===== config.mk =====
export PLATFORM = sky130hd
export DESIGN_NAME = qrotc_top
export DESIGN_NICKNAME = d
export VERILOG_FILES = /design/src/logic/qrotc_pkg.sv /design/src/logic/qrotc_top.sv
export SDC_FILE = /design/constraint.sdc
export NUM_CORES = 2
export LEC_CHECK = 0
export ABC_AREA = 1
export BUFFER_PORTS_ARGS = -buffer_cell sky130_fd_sc_hd__buf_2
export CAP_MARGIN = 10
export CORE_MARGIN = 2
export CORE_UTILIZATION = 35
export CTS_CLUSTER_SIZE = 40
export DETAILED_ROUTE_END_ITERATION = 7
export PLACE_DENSITY = 0.57
export SLEW_MARGIN = 5
export SYNTH_ARGS = -nofsm -noshare
export SYNTH_HDL_FRONTEND = slang
export SYNTH_SLANG_ARGS = --single-unit

===== constraint.sdc =====
create_clock -name clk -period 243 [get_ports clk]
set_input_delay 48.6 -clock clk [delete_from_list [all_inputs] [get_ports clk]]
set_output_delay 48.6 -clock clk [all_outputs]
set_load 0.01 [all_outputs]

===== src/logic/qrotc_pkg.sv =====
// qrotc_pkg: register map, field layout, reset values and timing constants
// for the dual-rail quick-response and on-time control block.
// assumes an 8-bit register port with one-cycle read latency.
package qrotc_pkg;

  // ---------------------------------------------------------------
  // register offsets
  // ---------------------------------------------------------------
  localparam logic [7:0] OFS_ONTIME_COEFF_A     = 8'h27;
  localparam logic [7:0] OFS_LIFT_A             = 8'h28;
  localparam logic [7:0] OFS_THRESH_MULTI_A     = 8'h2A;
  localparam logic [7:0] OFS_THRESH_SINGLE_A    = 8'h2B;
  localparam logic [7:0] OFS_TYPE_A             = 8'h30;
  localparam logic [7:0] OFS_ONTIME_COEFF_B     = 8'h67;
  localparam logic [7:0] OFS_LIFT_B             = 8'h68;
  localparam logic [7:0] OFS_THRESH_MULTI_B     = 8'h6A;
  localparam logic [7:0] OFS_THRESH_SINGLE_B    = 8'h6B;
  localparam logic [7:0] OFS_TYPE_B             = 8'h70;
  localparam logic [7:0] OFS_TRIGGER_B          = 8'h72;
  localparam logic [7:0] OFS_STATUS             = 8'h7E;

  // ---------------------------------------------------------------
  // field positions and reset values
  // ---------------------------------------------------------------
  localparam int TYPE_MULTI_BIT   = 5;
  localparam int TYPE_SINGLE_BIT  = 4;
  localparam int TRIG_SEL_BIT     = 6;
  localparam int WIDTH_B_LSB      = 5;
  localparam int WIDTH_A_LSB      = 5;
  localparam logic [7:0] REG_RESET = 8'h00;
  localparam logic [7:0] UNMAPPED_READ = 8'h00;

  // ---------------------------------------------------------------
  // on-time arithmetic, coefficient in tenths, voltages in mV
  // ---------------------------------------------------------------
  localparam logic [4:0] COEFF_BASE_LO  = 5'h03;  // 0.3
  localparam logic [4:0] COEFF_BASE_HI  = 5'h0C;  // 1.2
  localparam logic [15:0] TARGET_FLOOR_MV = 16'h0384; // 0.9 V
  localparam int ONTIME_BASE_NS   = 2000;         // 2 us
  localparam int CLK_PERIOD_NS    = 100;
  // ns per cycle -> 2 us * 10 tenths / 100 ns, rounded down for a shortest time
  localparam int ONTIME_SCALE = (ONTIME_BASE_NS * 10) / CLK_PERIOD_NS;
  // fixed response widths in cycles per width code step
  localparam int FIXED_WIDTH_STEP_NS = 100;
  localparam int FIXED_WIDTH_STEP_CYC =
    (FIXED_WIDTH_STEP_NS + CLK_PERIOD_NS - 1) / CLK_PERIOD_NS;

  // per-rail pulse and status carrier
  typedef struct packed {
    logic       forced_on;
    logic       abs_active;
    logic       diff_active;
    logic       lift_active;
    logic [4:0] lift_level;
  } qrotc_rail_status_t;

endpackage


===== src/logic/qrotc_top.sv =====
// qrotc_top: per-rail configuration registers, on-time pulse length and
// fast response triggering for two rails of a multiphase buck controller.
// assumes comparator outputs and measurements synchronous to clk.
//
// Chosen here: the strobed register port.
`timescale 1ns/1ps
module qrotc_top #(
  parameter int PHASES_A = 8,
  parameter int PHASES_B = 2
) (
  // clock and reset
  input  wire logic                 clk,
  input  wire logic                 rst,
  // register port
  input  wire logic [7:0]           reg_addr,
  input  wire logic [7:0]           reg_wdata,
  input  wire logic                 reg_wr,
  input  wire logic                 reg_rd,
  output logic      [7:0]           reg_rdata,
  // rail A sense side
  input  wire logic                 voltage_transition_a,
  input  wire logic                 single_phase_a,
  input  wire logic [4:0]           falling_slew_a,
  input  wire logic [15:0]          target_mv_a,
  input  wire logic [15:0]          vin_mv_a,
  input  wire logic [7:0]           load_step_width_a,
  // rail B sense side
  input  wire logic                 voltage_transition_b,
  input  wire logic                 single_phase_b,
  input  wire logic [4:0]           falling_slew_b,
  input  wire logic [15:0]          target_mv_b,
  input  wire logic [15:0]          vin_mv_b,
  input  wire logic [7:0]           load_step_width_b,
  input  wire logic                 zero_droop_enable_b,
  input  wire logic                 output_below_abs_b,
  // outputs
  output logic      [2:0]           absolute_drop_threshold,
  output qrotc_pkg::qrotc_rail_status_t status_a,
  output qrotc_pkg::qrotc_rail_status_t status_b,
  output logic      [PHASES_A-1:0]  force_pulse_a,
  output logic      [PHASES_B-1:0]  force_pulse_b,
  output logic      [15:0]          ontime_cycles_a,
  output logic      [15:0]          ontime_cycles_b
);

  // refuse phase counts that the force vectors cannot carry
  if (PHASES_A < 1 || PHASES_A > 16 || PHASES_B < 1 || PHASES_B > 16)
  begin : g_bad_phases
    $error("phase counts must be 1..16");
  end

  // -------------------------------------------------------------
  // registers
  // -------------------------------------------------------------
  localparam int NREG = 11;
  localparam logic [7:0] OFS [NREG] = '{
    qrotc_pkg::OFS_ONTIME_COEFF_A, qrotc_pkg::OFS_LIFT_A,
    qrotc_pkg::OFS_THRESH_MULTI_A, qrotc_pkg::OFS_THRESH_SINGLE_A,
    qrotc_pkg::OFS_TYPE_A, qrotc_pkg::OFS_ONTIME_COEFF_B,
    qrotc_pkg::OFS_LIFT_B, qrotc_pkg::OFS_THRESH_MULTI_B,
    qrotc_pkg::OFS_THRESH_SINGLE_B, qrotc_pkg::OFS_TYPE_B,
    qrotc_pkg::OFS_TRIGGER_B};

  logic [7:0]      cfg_reg [NREG];
  logic [NREG-1:0] hit;
  logic [7:0]      rd_mux;
  logic [7:0]      status_byte;

  genvar gi;
  generate
    for (gi = 0; gi < NREG; gi++) begin : g_reg
      assign hit[gi] = (reg_addr == OFS[gi]);
      always_ff @(posedge clk) begin
        if (rst) begin
          cfg_reg[gi] <= qrotc_pkg::REG_RESET;
        end else if (reg_wr && hit[gi]) begin
          cfg_reg[gi] <= reg_wdata;
        end
      end
    end
  endgenerate

  always_comb begin
    rd_mux = qrotc_pkg::UNMAPPED_READ;
    for (int i = 0; i < NREG; i++) begin
      if (hit[i]) begin
        rd_mux = cfg_reg[i];
      end
    end
    if (reg_addr == qrotc_pkg::OFS_STATUS) begin
      rd_mux = status_byte;
    end
  end

  always_ff @(posedge clk) begin
    if (rst) begin
      reg_rdata <= 8'h00;
    end else if (reg_rd) begin
      reg_rdata <= rd_mux;
    end else begin
      reg_rdata <= 8'h00;
    end
  end

  // -------------------------------------------------------------
  // field decode
  // -------------------------------------------------------------
  wire [4:0] coeff_a   = cfg_reg[0][4:0];
  wire [4:0] coeff_b   = cfg_reg[5][4:0];
  wire [4:0] lift_a    = cfg_reg[1][4:0];
  wire [4:0] lift_b    = cfg_reg[6][4:0];
  wire       trig_diff = cfg_reg[10][qrotc_pkg::TRIG_SEL_BIT];
  wire [2:0] abs_th    = cfg_reg[10][2:0];
  wire [2:0] width_b   = cfg_reg[7][qrotc_pkg::WIDTH_B_LSB +: 3];
  // threshold and type choice by phase count
  wire [4:0] th_a = single_phase_a ? cfg_reg[3][4:0]
                                   : cfg_reg[2][4:0];
  wire [4:0] th_b = single_phase_b ? cfg_reg[8][4:0]
                                   : cfg_reg[7][4:0];
  wire adapt_a = single_phase_a ? cfg_reg[4][qrotc_pkg::TYPE_SINGLE_BIT]
                                : cfg_reg[4][qrotc_pkg::TYPE_MULTI_BIT];
  wire adapt_b = single_phase_b ? cfg_reg[9][qrotc_pkg::TYPE_SINGLE_BIT]
                                : cfg_reg[9][qrotc_pkg::TYPE_MULTI_BIT];
  wire [1:0] width_a = single_phase_a
    ? cfg_reg[3][qrotc_pkg::WIDTH_A_LSB +: 2]
    : cfg_reg[2][qrotc_pkg::WIDTH_A_LSB +: 2];

  // -------------------------------------------------------------
  // on-time arithmetic
  // -------------------------------------------------------------
  function automatic logic [15:0] ontime_calc(
    input logic [4:0]  coeff,
    input logic [15:0] target,
    input logic [15:0] vin
  );
    logic [4:0]  k_tenths;
    logic [15:0] vt;
    logic [31:0] num;
    logic [31:0] den;
    logic [31:0] q;
    k_tenths = (coeff[4] ? qrotc_pkg::COEFF_BASE_HI
                         : qrotc_pkg::COEFF_BASE_LO)
               + {1'b0, coeff[3:0]};
    vt = (target > qrotc_pkg::TARGET_FLOOR_MV)
         ? target : qrotc_pkg::TARGET_FLOOR_MV;
    num = vt * 32'(qrotc_pkg::ONTIME_SCALE);
    den = {27'h0, k_tenths} * {16'h0, vin};
    q = (den == 32'h0) ? 32'h0 : num / den;
    if (q == 32'h0) begin
      q = 32'h1;
    end
    ontime_calc = (q > 32'h0000FFFF) ? 16'hFFFF : q[15:0];
  endfunction

  always_ff @(posedge clk) begin
    if (rst) begin
      ontime_cycles_a <= 16'h0000;
      ontime_cycles_b <= 16'h0000;
    end else begin
      ontime_cycles_a <= ontime_calc(coeff_a, target_mv_a, vin_mv_a);
      ontime_cycles_b <= ontime_calc(coeff_b, target_mv_b, vin_mv_b);
    end
  end

  // -------------------------------------------------------------
  // trigger logic
  // -------------------------------------------------------------
  // absolute path: rail B only and only with zero droop
  wire abs_sel_b  = !trig_diff && zero_droop_enable_b;
  wire abs_trig_b = abs_sel_b && output_below_abs_b;
  wire diff_trig_a = falling_slew_a > th_a;
  wire diff_trig_b = trig_diff && (falling_slew_b > th_b);

  // width held after the trigger drops, in cycles
  wire [7:0] fixed_len_a = 8'((width_a + 2'h1) *
                              qrotc_pkg::FIXED_WIDTH_STEP_CYC);
  wire [7:0] fixed_len_b = 8'((width_b + 3'h1) *
                              qrotc_pkg::FIXED_WIDTH_STEP_CYC);
  wire [7:0] len_a = adapt_a ? load_step_width_a : fixed_len_a;
  wire [7:0] len_b = (adapt_b && trig_diff)
                     ? load_step_width_b : fixed_len_b;

  logic [7:0] hold_a_reg;
  logic [7:0] hold_b_reg;
  wire trig_a = diff_trig_a;
  wire trig_b = abs_trig_b || diff_trig_b;

  always_ff @(posedge clk) begin
    if (rst) begin
      hold_a_reg <= 8'h00;
      hold_b_reg <= 8'h00;
    end else begin
      hold_a_reg <= trig_a ? len_a
                  : (hold_a_reg != 8'h00 ? hold_a_reg - 8'h01 : 8'h00);
      hold_b_reg <= trig_b ? len_b
                  : (hold_b_reg != 8'h00 ? hold_b_reg - 8'h01 : 8'h00);
    end
  end

  // each rail forces only its own phases
  wire force_a = trig_a || (hold_a_reg != 8'h00);
  wire force_b = trig_b || (hold_b_reg != 8'h00);

  always_ff @(posedge clk) begin
    if (rst) begin
      force_pulse_a <= '0;
      force_pulse_b <= '0;
      status_a      <= '0;
      status_b      <= '0;
      absolute_drop_threshold <= 3'h0;
    end else begin
      force_pulse_a <= {PHASES_A{force_a}};
      force_pulse_b <= {PHASES_B{force_b}};
      absolute_drop_threshold <= abs_th;
      status_a <= '{force_a, 1'b0, diff_trig_a,
                    voltage_transition_a,
                    voltage_transition_a ? lift_a : 5'h00};
      status_b <= '{force_b, abs_trig_b, diff_trig_b,
                    voltage_transition_b,
                    voltage_transition_b ? lift_b : 5'h00};
    end
  end

  assign status_byte = {4'h0, status_b.forced_on, status_b.abs_active,
                        status_a.forced_on, status_a.diff_active};

endmodule


==> results_dict.tcl <==
set metrics [dict create \
    coreArea_um2 203000 \
    h-tree-depth 4 \
    fin_util_pct 37.5 \
    drt_first_pass_iters 6 \
    fin_crit_sh_pct 64.0 \
    first_global_vias 69467 \
    status "finished, final reports clean" \
    yosysMostFrequentCell "nand2_1" \
    synth_area_um2 71500 \
    cts_buffers 17 \
    die_area_um2 208000 \
    slew_headroom_pct 21.1 \
    largest_reg_flops 88 \
    drtIter0Drc 4654 \
    grt_pass1_wl_mm 371 \
    grt_max_degree 45 \
    ys_seq_area_share_pct 5.82 \
    cpPeakStageDelay_ns 0.75 \
    synth_ff_type "edfxtp_1" \
    die_w_um 456 \
    synth_area_per_cell_um2 5.99 \
    ys_seq_elements 164 \
    grt_usage_pct 21.5 \
    clkSinkCount 164 \
    ctsResizeCount 0 \
    cts_max_path_buffers 2 \
    reg2reg_slack_ns 134.37 \
    clock_latency_ns 0.55 \
    cts_tree "yes" \
    hold_buffers 0 \
    drv_slew 0 \
    num-nets-final 13329 \
    required_ns 243.41 \
    worstHoldPathType "reg2reg" \
    yosys_warnings 0 \
    hpwl_mm 192 \
    cp-start-kind "input port" \
    die_y_um 456 \
    hold_viol 0 \
    fmax_mhz 6.43 \
    cp_max_fo 39 \
    synthTopCellsByArea "ha_1, nand2_1, inv_1, a21oi_1, nor2_1" \
    synth_top_area_share_pct 19.3 \
    async_flop_share_pct 0 \
    port_buffers 185 \
    crit_top_cell "nand2_1" \
    grt-ovfl-total 0 \
    period_minus_slack_ns 155.45 \
    clockRootBuffer "clkbuf_16" \
    tns_ns 0 \
    vias 74203 \
    layout-drive-gt1-share_pct 6.40 \
    synth.distinct_cells 93 \
    crit_type "in2reg" \
    rsz0062_at_grt "no" \
    drt-total-wl_mm 230 \
    synth_area_leader_cell "ha_1" \
    synth_edf_count 88 \
    syn_to_final_growth_pct 6.18 \
    tightestPinTransition_ns 1.17 \
    io_pins 187 \
    cpMaxStageDelayCell "o31ai_1" \
    route.detailed.drc 0 \
    endpoint_kind "flop" \
    clk_pin_slew_worst_paths_ns 0.13 \
    viasPerCell 5.05 \
    placed_area_um2 75300 \
    arrival_ns 155.86 \
    clock_skew_ns 0.0488 \
    rows 165 \
    setup_viol 0 \
    synth_common_cells "nand2_1, inv_1, nor2_1, ha_1, a21oi_1" \
    routabilityCongestion 0.949 \
    maxCapViolCount 0 \
    antenna_found_initial 9 \
    synthCells 11936 \
    avgRoutedWirePerCell_um 15.7 \
    start_util_pct 35.3 \
    ant_nets 0 \
    post_cts_buffers 0 \
    final_cell_area_um2 75900 \
]
-- metrics by stage --
stage                     hold slack, ns  setup WS [ns]  std cells
final                              0.472          87.55      14685
after floorplan                    0.432         104.90      11944
after detailed placement           0.454          87.60      14648
after CTS                          0.466          87.78      14680
after global routing               0.488          74.15      14684
after global placement             0.448          87.30      14648
-- routing by layer --
layer  GRT usage [%]  routed length, µm  vias up
li1                -                  -    39284
met2            36.4             104000     1372
met4            6.31               7150       10
met5               0                 61        -
met3            1.59               8140      265
met1            28.9             111000    33272
-- cells by family after synthesis --
logic type,Yosys count,share of synthesized area [%]
adder cells (fa/ha/maj),1215,22.4
AO/OA/AOI/OAI,2209,17.2
other,1,0.00525
flip-flops,164,5.82
XOR/XNOR,756,9.32
AND/OR/NAND/NOR,5461,33.2
multiplexers,15,0.212
buffers and inverters,2115,11.7
-- worst max-delay path, delay by kind of cell --
kind                     cells  cell delay (ns)
AO/OA/AOI/OAI              236            45.31
XOR/XNOR                     3             1.05
adder cells (fa/ha/maj)     33            11.32
buffers and inverters      109            15.31
AND/OR/NAND/NOR            246            33.88
-- layout by cell type, fill, tap and decap left out, drive strengths merged, types with 5 or more instances in the layout --
cell type,instances
clkbuf,18
inv,1866
o21a,13
and2,12
a21o,90
nand3,631
ha,1105
mux2i,14
o221a,6
or4,5
nand4,217
o41ai,7
a31oi,39
o21bai,69
o311ai,6
dfxtp,76
nand2,3064
o21ai,852
a221oi,12
nor3,121
a21oi,919
edfxtp,88
o221ai,22
clkinv,23
o2111ai,8
xnor2,314
o31ai,40
nor2,1180
fa,110
a211oi,30
buf,274
a21boi,13
nor4,40
xor2,442
nand3b,31
conb,9
o22ai,14
or2,143
o211ai,37
and3,10
-- final timing paths --
path | startpoint | end | depth (start not counted)
hold reg to reg | hold_a_reg[0] | hold_a_reg[0] | 1
setup / recovery | target_mv_a[14] | ontime_cycles_a[0] | 627
hold / removal | hold_a_reg[0] | hold_a_reg[0] | 1
setup reg to reg | cfg_reg[0][4] | ontime_cycles_a[0] | 634
-- cell type report --
type | count | area (µm²)
clock buffers | 18 | 450
flip-flops and latches | 164 | 4160
repair buffers | 274 | 1590
clock inverters | 14 | 169
fillers | 22494 | 127000
multi-input cells | 9665 | 59100
inverters | 1876 | 7050
well taps | 2672 | 3340
diodes | 2 | 5.00
Power is not shown: default switching activity piles up to over one toggle a cycle in this logic, so the estimate is an artifact.
